===== src/adc_seq_map.svh =====
// register offsets, field positions, reset values and timing counts of the
// converter control block; assumes a 50 MHz sys_clk and byte addresses.
`ifndef ADC_SEQ_MAP_SVH
`define ADC_SEQ_MAP_SVH

// register byte offsets
`define OFS_CTRL 8'h00
`define OFS_STATUS 8'h04
`define OFS_RESULT 8'h08
`define OFS_INJ_RESULT 8'h0c
`define OFS_IRQ_STATUS 8'h10
`define OFS_IRQ_MASK 8'h14
`define OFS_DIGITAL_IN 8'h18

// converter_control_register fields
`define CTRL_MODE_LO 0
`define CTRL_RUN 2
`define CTRL_WFR 3
`define CTRL_PROTECT 4
`define CTRL_CHAN_LO 8
`define CTRL_CCS_LO 12
`define CTRL_SCS_LO 14
`define CTRL_INJ_REQ 16
`define CTRL_INJ_CHAN_LO 20
`define CTRL_RESET 32'h0000_0000
`define CTRL_WMASK 32'h00f1_ff1f

// interrupt event bits
`define EV_CONV_DONE 0
`define EV_OVERRUN 1
`define EV_INJ_DONE 2
`define EV_CAL_DONE 3

// timing: one base_clock_phase is 20 ns
`define ADC_CLK_NS 20
`define ADC_TCL_NS 20
`define ADC_TCL_CYCLES ((`ADC_TCL_NS + `ADC_CLK_NS - 1) / `ADC_CLK_NS)
`define ADC_CC_TCL_00 8'h18
`define ADC_CC_TCL_10 8'h60
`define ADC_CC_TCL_11 8'h30
`define ADC_CONV_CC 12'h00e
`define ADC_XFER_TCL 12'h004
`define ADC_RECAL_CC 12'h004
`define ADC_SAR_FIRST 10'h200
`define ADC_CAL_TIME_NS 1600000
`define ADC_CAL_CYCLES ((`ADC_CAL_TIME_NS + `ADC_CLK_NS - 1) / `ADC_CLK_NS)

`endif


===== src/adc_seq_pkg.sv =====
// types shared by the converter control block
package adc_seq_pkg;
  typedef enum logic [2:0] {S_IDLE, S_SAMPLE, S_CONVERT, S_TRANSFER, S_RECAL} seq_state_t;
  typedef logic [15:0] result_word_t;
  typedef logic [3:0] chan_t;
endpackage : adc_seq_pkg


===== src/adc_sequencer_control.sv =====
// control logic of a 10-bit successive approximation converter with 16
// multiplexed channels, an AXI4-Lite register slave and one interrupt.
// assumes an external sample and hold, a 10-bit DAC and a comparator whose
// output is asynchronous; one base_clock_phase equals one sys_clk cycle.
//
// Behaviour
// - 10-bit results from one of 16 channels, sampled through sample and hold.
// - overrun interrupt when a result completes over an unread earlier one.
// - with protection selected, next conversion waits until result is read.
// - unused channel inputs readable by software as digital inputs.
// - single-channel one-shot converts the chosen channel once into result register.
// - single-channel continuous converts the chosen channel back to back.
// - scan one-shot converts each channel from the chosen one down to 0 once, result after each conversion.
// - scan continuous cycles through the channels without stopping.
// - wait-for-read in continuous parks new value and pauses until read.
// - injected conversion during continuous mode goes to the injection register.
// - after injection, the continuous mode carries on unchanged.
// - conversion lasts 14 conversion clocks, 2 sample clocks, 4 base phases.
// - full calibration after reset, at least 1.6 ms, busy flag set throughout.
// - conversions allowed during calibration, which is lengthened by their time.
// - one four-conversion-clock calibration cycle follows every conversion.
// - conversion clock 24, 96 or 48 base phases; code 01 not to be used.
// - sample clock is 1, 2, 4 or 8 conversion clock periods.
`include "adc_seq_map.svh"
`timescale 1ns/10ps
module adc_sequencer_control #(
  parameter int CAL_CYCLES = `ADC_CAL_CYCLES
) (
  // clock, reset, clock enable
  input wire logic sys_clk,
  input wire logic rst_n,
  input wire logic ce,
  // axi4-lite write address and data
  input wire logic [7:0] s_axi_awaddr,
  input wire logic s_axi_awvalid,
  output logic s_axi_awready,
  input wire logic [31:0] s_axi_wdata,
  input wire logic [3:0] s_axi_wstrb,
  input wire logic s_axi_wvalid,
  output logic s_axi_wready,
  // axi4-lite write response
  output logic [1:0] s_axi_bresp,
  output logic s_axi_bvalid,
  input wire logic s_axi_bready,
  // axi4-lite read
  input wire logic [7:0] s_axi_araddr,
  input wire logic s_axi_arvalid,
  output logic s_axi_arready,
  output logic [31:0] s_axi_rdata,
  output logic [1:0] s_axi_rresp,
  output logic s_axi_rvalid,
  input wire logic s_axi_rready,
  // analog front end
  input wire logic [15:0] ain_digital,
  input wire logic cmp_in,
  output adc_seq_pkg::chan_t chan_sel,
  output logic sample_en,
  output logic [9:0] dac_code,
  // interrupt
  output logic irq
);
  import adc_seq_pkg::*;

  localparam logic [16:0] CAL_LOAD = 17'(CAL_CYCLES - 1);

  seq_state_t state;
  logic [11:0] phase_cnt;
  logic [9:0] sar;
  logic [9:0] bitmask;
  logic [9:0] sar_next;
  chan_t cur_chan;
  logic inj_active;
  logic [31:0] ctrl;
  result_word_t result;
  result_word_t inj_result;
  result_word_t temp_buf;
  logic pending;
  logic parked;
  logic cal_active;
  logic [16:0] cal_cnt;
  logic [3:0] irq_stat;
  logic [3:0] irq_mask;
  logic [3:0] ev;
  logic [3:0] next_irq_stat;
  logic cmp_m, cmp_s;
  logic [15:0] din_m, din_s;
  logic cc_tick;
  // bus state
  logic [7:0] aw_addr;
  logic [31:0] w_data;
  logic [3:0] w_strb;
  logic aw_full, w_full;
  logic wr_go;
  logic [31:0] wr_val;
  logic rd_result;
  // decoded control fields
  logic cont, scan, wfr, protect, run, inj_req;
  chan_t base_chan, inj_chan;
  logic [7:0] cc_len;
  logic [10:0] sc_len;
  logic [11:0] sample_len, convert_len, recal_len;
  logic xfer_end, conv_main, must_hold, load_direct, park_now, unpark;
  logic inj_go, start_ok, run_clr, start_wr;

  assign cont = ctrl[`CTRL_MODE_LO];
  assign scan = ctrl[`CTRL_MODE_LO + 1];
  assign run = ctrl[`CTRL_RUN];
  assign wfr = ctrl[`CTRL_WFR];
  assign protect = ctrl[`CTRL_PROTECT];
  assign inj_req = ctrl[`CTRL_INJ_REQ];
  assign base_chan = ctrl[`CTRL_CHAN_LO +: 4];
  assign inj_chan = ctrl[`CTRL_INJ_CHAN_LO +: 4];

  // conversion clock length; reserved code 01 falls back to the fastest
  always_comb begin
    case (ctrl[`CTRL_CCS_LO +: 2])
      2'b10: cc_len = 8'(`ADC_CC_TCL_10 * `ADC_TCL_CYCLES);
      2'b11: cc_len = 8'(`ADC_CC_TCL_11 * `ADC_TCL_CYCLES);
      default: cc_len = 8'(`ADC_CC_TCL_00 * `ADC_TCL_CYCLES);
    endcase
  end

  // phase lengths in sys_clk cycles
  assign sc_len = {3'h0, cc_len} << ctrl[`CTRL_SCS_LO +: 2];
  assign sample_len = {sc_len, 1'b0};
  assign convert_len = {4'h0, cc_len} * `ADC_CONV_CC;
  assign recal_len = {4'h0, cc_len} * `ADC_RECAL_CC;

  // successive approximation step: keep or drop the trial bit, try the next
  assign sar_next = (sar & ~bitmask) | (cmp_s ? bitmask : 10'h000) | (bitmask >> 1);

  // result hand-off decisions at the end of the transfer phase
  assign xfer_end = (state == S_TRANSFER) && (phase_cnt == 12'h000);
  assign conv_main = xfer_end && !inj_active;
  assign must_hold = pending && (protect || (wfr && cont));
  assign load_direct = conv_main && !must_hold;
  assign park_now = conv_main && must_hold;
  assign unpark = parked && !pending;
  assign inj_go = inj_req && run && cont;
  assign start_ok = !parked && !(protect && pending) && (run || inj_go);
  assign run_clr = conv_main && !cont && (!scan || cur_chan == 4'h0);

  // two-stage synchronisers for comparator and digital channel inputs
  always_ff @(posedge sys_clk) begin
    if (!rst_n) begin
      cmp_m <= 1'b0;
      cmp_s <= 1'b0;
      din_m <= 16'h0000;
      din_s <= 16'h0000;
    end else if (ce) begin
      cmp_m <= cmp_in;
      cmp_s <= cmp_m;
      din_m <= ain_digital;
      din_s <= din_m;
    end
  end

  // conversion clock ticks aligned to the start of the convert phase
  period_ticker period_ticker_inst (
    .sys_clk(sys_clk),
    .rst_n(rst_n),
    .ce(ce),
    .restart(state == S_SAMPLE && phase_cnt == 12'h000),
    .period(cc_len),
    .tick(cc_tick)
  );

  // conversion sequencer
  always_ff @(posedge sys_clk) begin
    if (!rst_n) begin
      state <= S_IDLE;
      phase_cnt <= 12'h000;
      sar <= 10'h000;
      bitmask <= 10'h000;
      cur_chan <= 4'h0;
      inj_active <= 1'b0;
      chan_sel <= 4'h0;
      sample_en <= 1'b0;
      dac_code <= 10'h000;
    end else if (ce) begin
      case (state)
        S_IDLE: begin
          if (start_ok) begin
            if (inj_go) begin
              inj_active <= 1'b1;
              chan_sel <= inj_chan;
            end else begin
              chan_sel <= cur_chan;
            end
            sample_en <= 1'b1;
            phase_cnt <= sample_len - 12'h001;
            state <= S_SAMPLE;
          end
        end
        S_SAMPLE: begin
          if (phase_cnt == 12'h000) begin
            sample_en <= 1'b0;
            sar <= `ADC_SAR_FIRST;
            bitmask <= `ADC_SAR_FIRST;
            dac_code <= `ADC_SAR_FIRST;
            phase_cnt <= convert_len - 12'h001;
            state <= S_CONVERT;
          end else begin
            phase_cnt <= phase_cnt - 12'h001;
          end
        end
        S_CONVERT: begin
          // ten bit decisions, the remaining conversion clocks settle
          if (cc_tick && bitmask != 10'h000) begin
            sar <= sar_next;
            dac_code <= sar_next;
            bitmask <= bitmask >> 1;
          end
          if (phase_cnt == 12'h000) begin
            phase_cnt <= 12'(`ADC_XFER_TCL * `ADC_TCL_CYCLES) - 12'h001;
            state <= S_TRANSFER;
          end else begin
            phase_cnt <= phase_cnt - 12'h001;
          end
        end
        S_TRANSFER: begin
          if (phase_cnt == 12'h000) begin
            inj_active <= 1'b0;
            if (!inj_active && scan) begin
              // scan walks down from the chosen channel to channel 0
              cur_chan <= (cur_chan == 4'h0) ? base_chan : cur_chan - 4'h1;
            end
            phase_cnt <= recal_len - 12'h001;
            state <= S_RECAL;
          end else begin
            phase_cnt <= phase_cnt - 12'h001;
          end
        end
        S_RECAL: begin
          if (phase_cnt == 12'h000) begin
            state <= S_IDLE;
          end else begin
            phase_cnt <= phase_cnt - 12'h001;
          end
        end
        default: state <= S_IDLE;
      endcase
      // a fresh start reloads the channel; it wins over the scan step
      if (start_wr) begin
        cur_chan <= wr_val[`CTRL_CHAN_LO +: 4];
      end
    end
  end

  // result registers, pending flag and the wait-for-read buffer
  always_ff @(posedge sys_clk) begin
    if (!rst_n) begin
      result <= 16'h0000;
      inj_result <= 16'h0000;
      temp_buf <= 16'h0000;
      pending <= 1'b0;
      parked <= 1'b0;
    end else if (ce) begin
      if (rd_result) begin
        pending <= 1'b0;
      end
      if (load_direct) begin
        result <= {chan_sel, 2'h0, sar};
        pending <= 1'b1;
      end else if (unpark) begin
        result <= temp_buf;
        pending <= 1'b1;
        parked <= 1'b0;
      end
      if (park_now) begin
        temp_buf <= {chan_sel, 2'h0, sar};
        parked <= 1'b1;
      end
      if (xfer_end && inj_active) begin
        inj_result <= {chan_sel, 2'h0, sar};
      end
    end
  end

  // reset calibration; it pauses while a conversion runs, so it stretches
  always_ff @(posedge sys_clk) begin
    if (!rst_n) begin
      cal_active <= 1'b1;
      cal_cnt <= CAL_LOAD;
    end else if (ce) begin
      if (cal_active && state == S_IDLE) begin
        if (cal_cnt == 17'h00000) begin
          cal_active <= 1'b0;
        end else begin
          cal_cnt <= cal_cnt - 17'h00001;
        end
      end
    end
  end

  // events for the sticky status bits
  always_comb begin
    ev = 4'h0;
    ev[`EV_CONV_DONE] = load_direct || unpark;
    ev[`EV_OVERRUN] = load_direct && pending && !protect;
    ev[`EV_INJ_DONE] = xfer_end && inj_active;
    ev[`EV_CAL_DONE] = cal_active && state == S_IDLE && cal_cnt == 17'h00000;
  end

  // write data merged with byte enables
  function automatic logic [31:0] merge(input logic [31:0] old, input logic [31:0] nw,
                                        input logic [3:0] strb);
    logic [31:0] m;
    m = {{8{strb[3]}}, {8{strb[2]}}, {8{strb[1]}}, {8{strb[0]}}};
    merge = (old & ~m) | (nw & m);
  endfunction : merge

  assign wr_go = aw_full && w_full && !s_axi_bvalid;
  assign wr_val = merge(ctrl, w_data, w_strb) & `CTRL_WMASK;
  // only a write that starts a stopped converter reloads the channel, so an
  // injection request written while running leaves the scan position alone
  assign start_wr = wr_go && aw_addr == `OFS_CTRL && w_strb[0] && w_data[`CTRL_RUN] && !run;
  assign rd_result = s_axi_arvalid && s_axi_arready && {s_axi_araddr[7:2], 2'b00} == `OFS_RESULT;

  // control register; hardware clears run when done and the injection request when it starts
  always_ff @(posedge sys_clk) begin
    if (!rst_n) begin
      ctrl <= `CTRL_RESET;
    end else if (ce) begin
      if (run_clr) begin
        ctrl[`CTRL_RUN] <= 1'b0;
      end
      if (state == S_IDLE && start_ok && inj_go) begin
        ctrl[`CTRL_INJ_REQ] <= 1'b0;
      end
      if (wr_go && aw_addr == `OFS_CTRL) begin
        ctrl <= wr_val;
      end
    end
  end

  // sticky status with set winning over write-one-to-clear, and the mask
  always_comb begin
    next_irq_stat = irq_stat;
    if (wr_go && aw_addr == `OFS_IRQ_STATUS && w_strb[0]) begin
      next_irq_stat = irq_stat & ~w_data[3:0];
    end
    next_irq_stat = next_irq_stat | ev;
  end

  always_ff @(posedge sys_clk) begin
    if (!rst_n) begin
      irq_stat <= 4'h0;
      irq_mask <= 4'h0;
      irq <= 1'b0;
    end else if (ce) begin
      irq_stat <= next_irq_stat;
      if (wr_go && aw_addr == `OFS_IRQ_MASK && w_strb[0]) begin
        irq_mask <= w_data[3:0];
      end
      irq <= |(next_irq_stat & irq_mask);
    end
  end

  // axi write channels: address and data taken independently, then answered
  always_ff @(posedge sys_clk) begin
    if (!rst_n) begin
      s_axi_awready <= 1'b1;
      s_axi_wready <= 1'b1;
      s_axi_bvalid <= 1'b0;
      s_axi_bresp <= 2'b00;
      aw_full <= 1'b0;
      w_full <= 1'b0;
      aw_addr <= 8'h00;
      w_data <= 32'h0000_0000;
      w_strb <= 4'h0;
    end else if (ce) begin
      if (s_axi_awvalid && s_axi_awready) begin
        aw_addr <= {s_axi_awaddr[7:2], 2'b00};
        aw_full <= 1'b1;
        s_axi_awready <= 1'b0;
      end
      if (s_axi_wvalid && s_axi_wready) begin
        w_data <= s_axi_wdata;
        w_strb <= s_axi_wstrb;
        w_full <= 1'b1;
        s_axi_wready <= 1'b0;
      end
      if (wr_go) begin
        s_axi_bvalid <= 1'b1;
        // read-only registers accept writes silently; unmapped gets slverr
        s_axi_bresp <= (aw_addr > `OFS_DIGITAL_IN) ? 2'b10 : 2'b00;
        aw_full <= 1'b0;
        w_full <= 1'b0;
      end
      if (s_axi_bvalid && s_axi_bready) begin
        s_axi_bvalid <= 1'b0;
        s_axi_awready <= 1'b1;
        s_axi_wready <= 1'b1;
      end
    end
  end

  // axi read channel with a one-cycle registered answer
  always_ff @(posedge sys_clk) begin
    if (!rst_n) begin
      s_axi_arready <= 1'b1;
      s_axi_rvalid <= 1'b0;
      s_axi_rdata <= 32'h0000_0000;
      s_axi_rresp <= 2'b00;
    end else if (ce) begin
      if (s_axi_arvalid && s_axi_arready) begin
        s_axi_arready <= 1'b0;
        s_axi_rvalid <= 1'b1;
        s_axi_rresp <= 2'b00;
        case ({s_axi_araddr[7:2], 2'b00})
          `OFS_CTRL: s_axi_rdata <= ctrl;
          `OFS_STATUS: s_axi_rdata <= {24'h000000, cur_chan, parked, pending, cal_active,
                                       cal_active || state != S_IDLE};
          `OFS_RESULT: s_axi_rdata <= {16'h0000, result};
          `OFS_INJ_RESULT: s_axi_rdata <= {16'h0000, inj_result};
          `OFS_IRQ_STATUS: s_axi_rdata <= {28'h0000000, irq_stat};
          `OFS_IRQ_MASK: s_axi_rdata <= {28'h0000000, irq_mask};
          `OFS_DIGITAL_IN: s_axi_rdata <= {16'h0000, din_s};
          default: begin
            s_axi_rdata <= 32'h0000_0000;
            s_axi_rresp <= 2'b10;
          end
        endcase
      end
      if (s_axi_rvalid && s_axi_rready) begin
        s_axi_rvalid <= 1'b0;
        s_axi_arready <= 1'b1;
      end
    end
  end
endmodule : adc_sequencer_control


===== src/period_ticker.sv =====
// period tick generator for the conversion clock
// assumes period is at least 2 and stays stable while counting
`timescale 1ns/10ps
module period_ticker (
  // clock and control
  input wire logic sys_clk,
  input wire logic rst_n,
  input wire logic ce,
  input wire logic restart,
  // length of one period in cycles
  input wire logic [7:0] period,
  // one-cycle pulse at the end of each period
  output logic tick
);
  logic [7:0] cnt;

  // free count that restarts on request, so ticks align to the phase start
  always_ff @(posedge sys_clk) begin
    if (!rst_n) begin
      cnt <= 8'h00;
      tick <= 1'b0;
    end else if (ce) begin
      if (restart) begin
        cnt <= 8'h00;
        tick <= 1'b0;
      end else if (cnt == period - 8'h01) begin
        cnt <= 8'h00;
        tick <= 1'b1;
      end else begin
        cnt <= cnt + 8'h01;
        tick <= 1'b0;
      end
    end
  end
endmodule : period_ticker


===== config.mk =====
export PLATFORM = sky130hd
export DESIGN_NAME = adc_sequencer_control
export DESIGN_NICKNAME = d
export VERILOG_FILES = /design/src/adc_seq_pkg.sv /design/src/adc_sequencer_control.sv /design/src/period_ticker.sv
export VERILOG_INCLUDE_DIRS = /design/src
export SDC_FILE = /design/constraint.sdc
export NUM_CORES = 1
export LEC_CHECK = 0
export CORE_MARGIN = 5
export CORE_UTILIZATION = 53
export CTS_BUF_LIST = sky130_fd_sc_hd__clkbuf_8
export DETAILED_ROUTE_END_ITERATION = 10
export DONT_BUFFER_PORTS = 1
export PLACE_DENSITY = 0.73
export SLEW_MARGIN = 30
export SYNTH_ARGS = -nofsm -noshare
export SYNTH_HDL_FRONTEND = slang
export SYNTH_SLANG_ARGS = --single-unit
export TNS_END_PERCENT = 5

===== constraint.sdc =====
create_clock -name sys_clk -period 3.85 [get_ports sys_clk]
set_input_delay 0.385 -clock sys_clk [delete_from_list [all_inputs] [get_ports sys_clk]]
set_output_delay 0.385 -clock sys_clk [all_outputs]
set_load 0.01 [all_outputs]

==> impl_results.md, run 1 <==
- Die Span X: 153 um
- Initial antenna violation count: 0
- Met3 Wirelength: 2490 um
- Post-Syn Area per Cell: 8.39 um2
- Top layer in use: met4
- Worst slew pin tran: 969 ps
- Synth Area in Simple Gates: 21.6%
- Starting DRT DRC Count: 760
- CTS H-tree lvls: 2
- Syn Inst Count: 1,288
- Vias: 9,220
- Layout area overhead: 11.1%
- Startpoint types: flip-flop
- Maximum vdd ir drop: 317 uV
- Hold Path Class: input pin to flip-flop
- Synth top cells by count: dfxtp_1 (234), nor2_1 (180), nand2_1 (163)
- Starting density of the core: 53.6%
- Post-CTS Setup Inserts: 0
- Skew-Pair Late Insertion Delay: 540 ps
- CTS root buffer: clkbuf_8
- Mux cell area share after synthesis: 10.6%
- Final nets: 1,367
- Crit path max fanout: 21
- Highest clock rate: 343 MHz
- Fin Setup TNS: 0 ps
- Core Box Area: 20,200 um2
- Ranking of synthesized cells by area: dfxtp_1 (43%), mux2i_1 (8.4%), nor2_1 (6.3%), nand2_1 (5.7%), a21oi_1 (5.1%)
- Die height: 153 um
- Boundary Pins: 134
- Req. time, crit path: 4280 ps
- CTS Buffer Depth: 3
- Top-count cell post-synth: dfxtp_1
- Reg clk slew, reported paths: 60 ps
- Final period util: 75.8%
- PD cells: 421 nW/um2
- Grt total ovfl: 0
- I/O Buffers: 0
- Cell Rows: 52
- Library cells used by synthesis: 69
- Synth Area in XOR/XNOR: 2.11%
- Final Max Slew Viols: 0
- Post-DRT Antenna Nets: 0
- Post-synth top area share: 43.4%
- Area share of fa/ha/maj cells after synthesis: 0.811%
- WL met1: 12,000 um
- Total GRT Usage: 23.2%
- Ys Warns: 0
- CP Class: flip-flop to flip-flop
- Pin count of the biggest net entering global routing: 102
- Post-synth ARST share: 0%
- Hold Buf Count CTS: 29
- Post-layout min period: 2920 ps
- Final setup vio count: 0
- Worst setup EP type: flip-flop
- Outcome: completed
- Die ar.: 23,300 um2
- Final Hold Violating Endpoints: 0
- Largest family of logic cells by synthesized area: simple AND/OR/NAND/NOR gates
- Synthesized area: 10,800 um2
- TritonRoute pass-1 iters: 5
- Critical path arrival: 3350 ps
- Cell taking the most area after synthesis: dfxtp_1
- Final Skew: 22.8 ps
- Share of cells above drive strength 1: 9.01%
- Vias in the first global route: 8,631
- EDFF count, synth: 0
- Placed wire-length estimate: 18,800 um
- Sink Count: 234
- Post-cts sizing count: 0
- Worst Hold Margin: 4.08 ps
- CTS tree: yes
- Compound-cell area share of the yosys netlist: 16.4%
- Drt drc: 0
- First-pass GRT wire length: 45,300 um
- Synth Register Bits: 234
- Final Wtd Congestion: 0.923
- Pleak: 4.55 nW
- Final core utilization: 59.5%
- Diode count: 0
- Routed wire length on met2: 12,900 um
- WL/cell: 17.8 um
- Max Cap Viol: 0
- Seq/Total Area, Yosys: 43.4%
- Vias per cell: 5.84
- Rel. slew slack: 35.2%
- Ys flop type: dfxtp_1
- Final WL: 28,100 um
- RSZ-0062 raised after global routing: no
- CTS Buf Count: 39
[layout make-up]
type	count	area [um2]
Sequential cell	234	4680
Tap cell	270	338
Multi-Input combinational cell	945	5650
Clock inverter	20	174
Fill cell	1814	8170
Inverter	18	72.6
Timing Repair Buffer	45	425
Clock buffer	48	661
[cells by family after synthesis]
family | after synthesis
multiplexers | 107
adder cells (fa/ha/maj) | 7
XOR/XNOR | 26
AND/OR/NAND/NOR | 507
buffers and inverters | 121
AO/OA/AOI/OAI | 285
flip-flops | 234
other | 1
[final timing paths]
| check | slack [ps] | to | start | cells after the start |
|---|---|---|---|---|
| worst max-delay path | 930 | sar[9]$_SDFFE_PN0P_ | phase_cnt[0]$_SDFFE_PN0P_ | 10 |
| worst min-delay path | 4 | cmp_m$_SDFFE_PN0P_ | cmp_in | 2 |
| worst max register to register | 930 | sar[9]$_SDFFE_PN0P_ | phase_cnt[0]$_SDFFE_PN0P_ | 10 |
| worst min register to register | 450 | temp_buf[13]$_SDFFE_PN0P_ | temp_buf[13]$_SDFFE_PN0P_ | 2 |
[report_power, final]
part	switching, mW	internal, mW	total (mW)
combinational	0.122	0.0850	0.207
sequential	0.0378	2.46	2.50
clock	1.01	1.33	2.34
[registers in the layout, summed over array words and instances (netlist names), 4 cells and up, named ones only]
register                flops
aw_addr                     6
bitmask                    10
cal_cnt                    17
chan_sel                    4
ctrl                        6
cur_chan                    4
din_m                      16
din_s                      16
inj_result                 14
irq_mask                    4
irq_stat                    4
period_ticker_inst.cnt      8
phase_cnt                  12
result                     14
s_axi_rdata                21
sar                        10
temp_buf                   14
w_data                     18
[routing by layer]
metal / vias up / track usage [%]
met1: 4308 / 30.3
met5: - / 0
met2: 348 / 37.4
met4: 0 / 7.04
li1: 4511 / -
met3: 53 / 6.79
[metrics by stage]
step                power [mW]  cells  cell area [um2]  worst slack [ps]
finish                    5.05   1580            12000               931
global route              5.21   1580            12000               750
CTS                       5.08   1579            12000               958
detailed placement        2.73   1482            10900               981
global placement          2.72   1482            10900              1020
floorplan                 2.72   1300            10800              1400
[critical path, cell delays in order (launching register included)]
cell      delay (ps)
dfxtp_1          360
inv_1             90
ha_1             150
or4b_4           510
nor4_4           430
buf_4            320
a21oi_1          170
nor2_1           120
buf_4            290
a21oi_1          110
a311oi_1         250
[cell usage in the layout (no fill, tap or decap), types with 8 or more instances in the layout]
master         count
dlygate4sd3_1     30
or4_1              8
a22oi_1           27
xor2_1            16
conb_1            13
and3_1             8
clkbuf_8          48
buf_4             14
inv_1             24
o221a_2            8
nor2_1           180
nand2_1          163
xnor2_1           10
a21oi_1          109
mux2_2            11
a211oi_1          27
nor2b_1           10
a31oi_1            8
dfxtp_1          234
o21ai_0           53
mux2i_1           91
nor3_1            23
nand3_1           48
nor4_1             8
No activity file was read; power rests on OpenSTA's default activity.
==> inputs of run 2 (changes only) <==
--- a/config.mk
+++ b/config.mk
@@ -11,7 +11,7 @@
 export CTS_BUF_LIST = sky130_fd_sc_hd__clkbuf_8
 export DETAILED_ROUTE_END_ITERATION = 10
 export DONT_BUFFER_PORTS = 1
-export PLACE_DENSITY = 0.73
+export PLACE_DENSITY = 0.76
 export SLEW_MARGIN = 30
 export SYNTH_ARGS = -nofsm -noshare
 export SYNTH_HDL_FRONTEND = slang
==> constraint.sdc (replaced) <==
create_clock -name sys_clk -period 2.45 [get_ports sys_clk]
set_input_delay 0.245 -clock sys_clk [delete_from_list [all_inputs] [get_ports sys_clk]]
set_output_delay 0.245 -clock sys_clk [all_outputs]
set_load 0.01 [all_outputs]
==> impl_results.md, run 2 (synthesis results as in run 1) <==
- Sink Count: 234 (unchanged)
- Crit path max fanout: 5 (-76%)
- Vias: 9,891 (+7.3%)
- R2R depth: 8 (-2)
- Final nets: 1,471 (+7.6%)
- Startpoint types: flip-flop
- Req. time, crit path: 2870 ps (-1410 ps)
- Initial antenna violation count: 0 (unchanged)
- Rel. slew slack: 49.3% (+14 points)
- TritonRoute pass-1 iters: 8 (+3)
- Die ar.: 23,300 um2 (unchanged)
- I/O Buffers: 0 (unchanged)
- Cell chain of the critical path: inv_2, ha_1, or4b_4, buf_6, or4_4, or4_1, a21oi_2, nor2_1
- Worst R2R End: sample_en$_SDFFE_PN0P_
- CP Class: flip-flop to flip-flop
- PD cells: 617 nW/um2 (+47%)
- Starting density of the core: 53.6% (unchanged)
- WL/cell: 18.4 um (+3.3%)
- Final Skew: 28.0 ps (+5.22 ps)
- Final period util: 97.6% (+22 points)
- Worst setup EP type: flip-flop
- Reg clk slew, reported paths: 60 ps (about the same)
- CP max stage cell: or4_1
- Family with the most delay on the worst path: simple AND/OR/NAND/NOR gates
- R2r startpoint: phase_cnt[0]$_SDFFE_PN0P_
- Worst Path Buf+Inv: 2 (-1)
- Vias per cell: 5.87 (+0.59%)
- Switching Power: 1.89 mW (+61%)
- Max Cap Viol: 0 (unchanged)
- Cell Rows: 52 (unchanged)
- Hold path depth: 3 (+1)
- Max reg flops: 21 (unchanged)
- Placed wire-length estimate: 20,100 um (+7.0%)
- Hold Path Class: input pin to flip-flop
- Crit-path max cell delay: 510 ps (about the same)
- CTS tree: yes
- Largest Register: s_axi_rdata
- Diode count: 0 (unchanged)
- Post-layout min period: 2390 ps (-529 ps)
- Vias in the first global route: 9,508 (+10%)
- Hold EP: period_ticker_inst.cnt[0]$_SDFFE_PN0P_
- Most common cell after layout, fill and taps aside: dfxtp_1
- Int Power: 6.16 mW (+59%)
- Regs by FF count: s_axi_rdata: 21 flops, w_data: 18 flops, cal_cnt: 17 flops
- Core Box Area: 20,200 um2 (unchanged)
- Most frequent cells in the layout: dfxtp_1 (233), nor2_1 (180), nand2_1 (161), a21oi_1 (106), mux2i_1 (91)
- Pre-CTS WS: -40.9 ps (-1020 ps)
- RSZ-0062 raised after global routing: yes
- Final WL: 31,000 um (+10%)
- Die height: 153 um (unchanged)
- Fillers: 1,634 (-9.9%)
- Drt drc: 0 (unchanged)
- Switching Share: 23.5% (+0.29 points)
- Grt total ovfl: 0 (unchanged)
- Final setup vio count: 0 (unchanged)
- Final Max Slew Viols: 0 (unchanged)
- Die Span X: 153 um (unchanged)
- Final core utilization: 64.6% (+5.1 points)
- CTS H-tree lvls: 2 (unchanged)
- Total GRT Usage: 25.0% (+1.8 points)
- First-pass GRT wire length: 49,000 um (+8.1%)
- Final Hold Violating Endpoints: 0 (unchanged)
- Post-DRT Antenna Nets: 0 (unchanged)
- Clock power share: 45.8% (-0.6 points)
- Maximum vdd ir drop: 455 uV (+43%)
- Pin count of the biggest net entering global routing: 68 (-33%)
- Register-to-register setup slack: 60 ps (-870 ps)
- CTS root buffer: clkbuf_8
- Critical path arrival: 2810 ps (-540 ps)
- Tot Pwr: 8.04 mW (+59%)
- Fin Setup TNS: 0 ps (unchanged)
- Skew-Pair Late Insertion Delay: 560 ps (+20 ps)
- Worst Min Path Start: ce
- Final Wtd Congestion: 0.975 (+5.6%)
- Worst setup margin: 59.0 ps (-871 ps)
- Layout area overhead: 20.7%
- Share of cells above drive strength 1: 13.3% (+4.3 points)
- Starting DRT DRC Count: 945 (+24%)
- CTS Buffer Depth: 3 (unchanged)
- Boundary Pins: 134 (unchanged)
- Crit. Startpoint: phase_cnt[0]$_SDFFE_PN0P_
- Comb pwr share: 5.3% (+1.2 points)
- Pleak: 5.08 nW (+12%)
- Seq pwr share: 48.9% (-0.6 points)
- Worst slew pin tran: 760 ps (-209 ps)
- Highest clock rate: 418 MHz (+22%)
- Outcome: completed
- CTS Buf Count: 39 (unchanged)
-- run 2: cell types whose count changed in the layout (fill, tap and decap cells not counted), sizes merged --
cell         previous run  this run
buf                    15        77
clkinv                  7         2
dlygate4sd3            30        72
inv                    25        33
clkinvlp                3         1
-- run 2: layout make-up --
class / count / area [um2] / area share [%]
clock buffer: 48 / 661 / 5.07
clock inverter: 21 / 180 / 1.38
inverter: 18 / 70.1 / 0.537
multi-input combinational: 945 / 5700 / 43.7
sequential: 234 / 4690 / 35.9
tap: 270 / 338 / 2.59
timing repair buffer: 149 / 1410 / 10.8
-- run 2: through the flow --
stage	cells	instance area, um2	hold WS, ps
5_1_grt	1685	13000	39.8
2_1_floorplan	1300	10800	381
4_1_cts	1682	12900	-238
6_report	1685	13000	18.3
3_3_place_gp	1541	11300	332
3_5_place_dp	1541	11300	334
-- run 2: worst max path at each step --
stage                                            to  cells after the start
after detailed placement  phase_cnt[6]$_SDFFE_PN0P_                      9
final                        sample_en$_SDFFE_PN0P_                      8
after CTS                    sample_en$_SDFFE_PN0P_                      8
after global routing      phase_cnt[6]$_SDFFE_PN0P_                      9
after floorplan              sample_en$_SDFFE_PN0P_                      8
after global placement    phase_cnt[6]$_SDFFE_PN0P_                      9
-- run 2: power by group through the flow --
stage | Combinational, mW | Sequential [mW] | Clock (mW)
after floorplan | 0.287 | 3.99 | 0
after detailed placement | 0.293 | 4.01 | 0
final | 0.428 | 3.93 | 3.69
after CTS | 0.403 | 3.93 | 3.73
after global placement | 0.286 | 4.01 | 0
after global routing | 0.465 | 3.94 | 3.93
-- run 2: worst reg2reg max path, stage by stage (launching register included) --
cell	delay, ps
dfxtp_2	320
inv_2	50
ha_1	130
or4b_4	490
buf_6	140
or4_4	460
or4_1	510
a21oi_2	130
nor2_1	40
-- run 2: metal layers --
metal  global-route usage (%)  share of wire (%)  wire length, um
met1                     31.4                 41            12800
met5                        0                  0                0
met4                     10.3                3.7             1150
met3                     6.36                8.5             2620
met2                     41.3                 47            14400
-- run 2: repair_timing --
action,in CTS,in global routing
setup endpoints to repair,10,86
pin swaps,2,5
endpoints found under the hold margin,121,28
resized for setup,5,18
hold buffers,72,2
buffers inserted,0,1
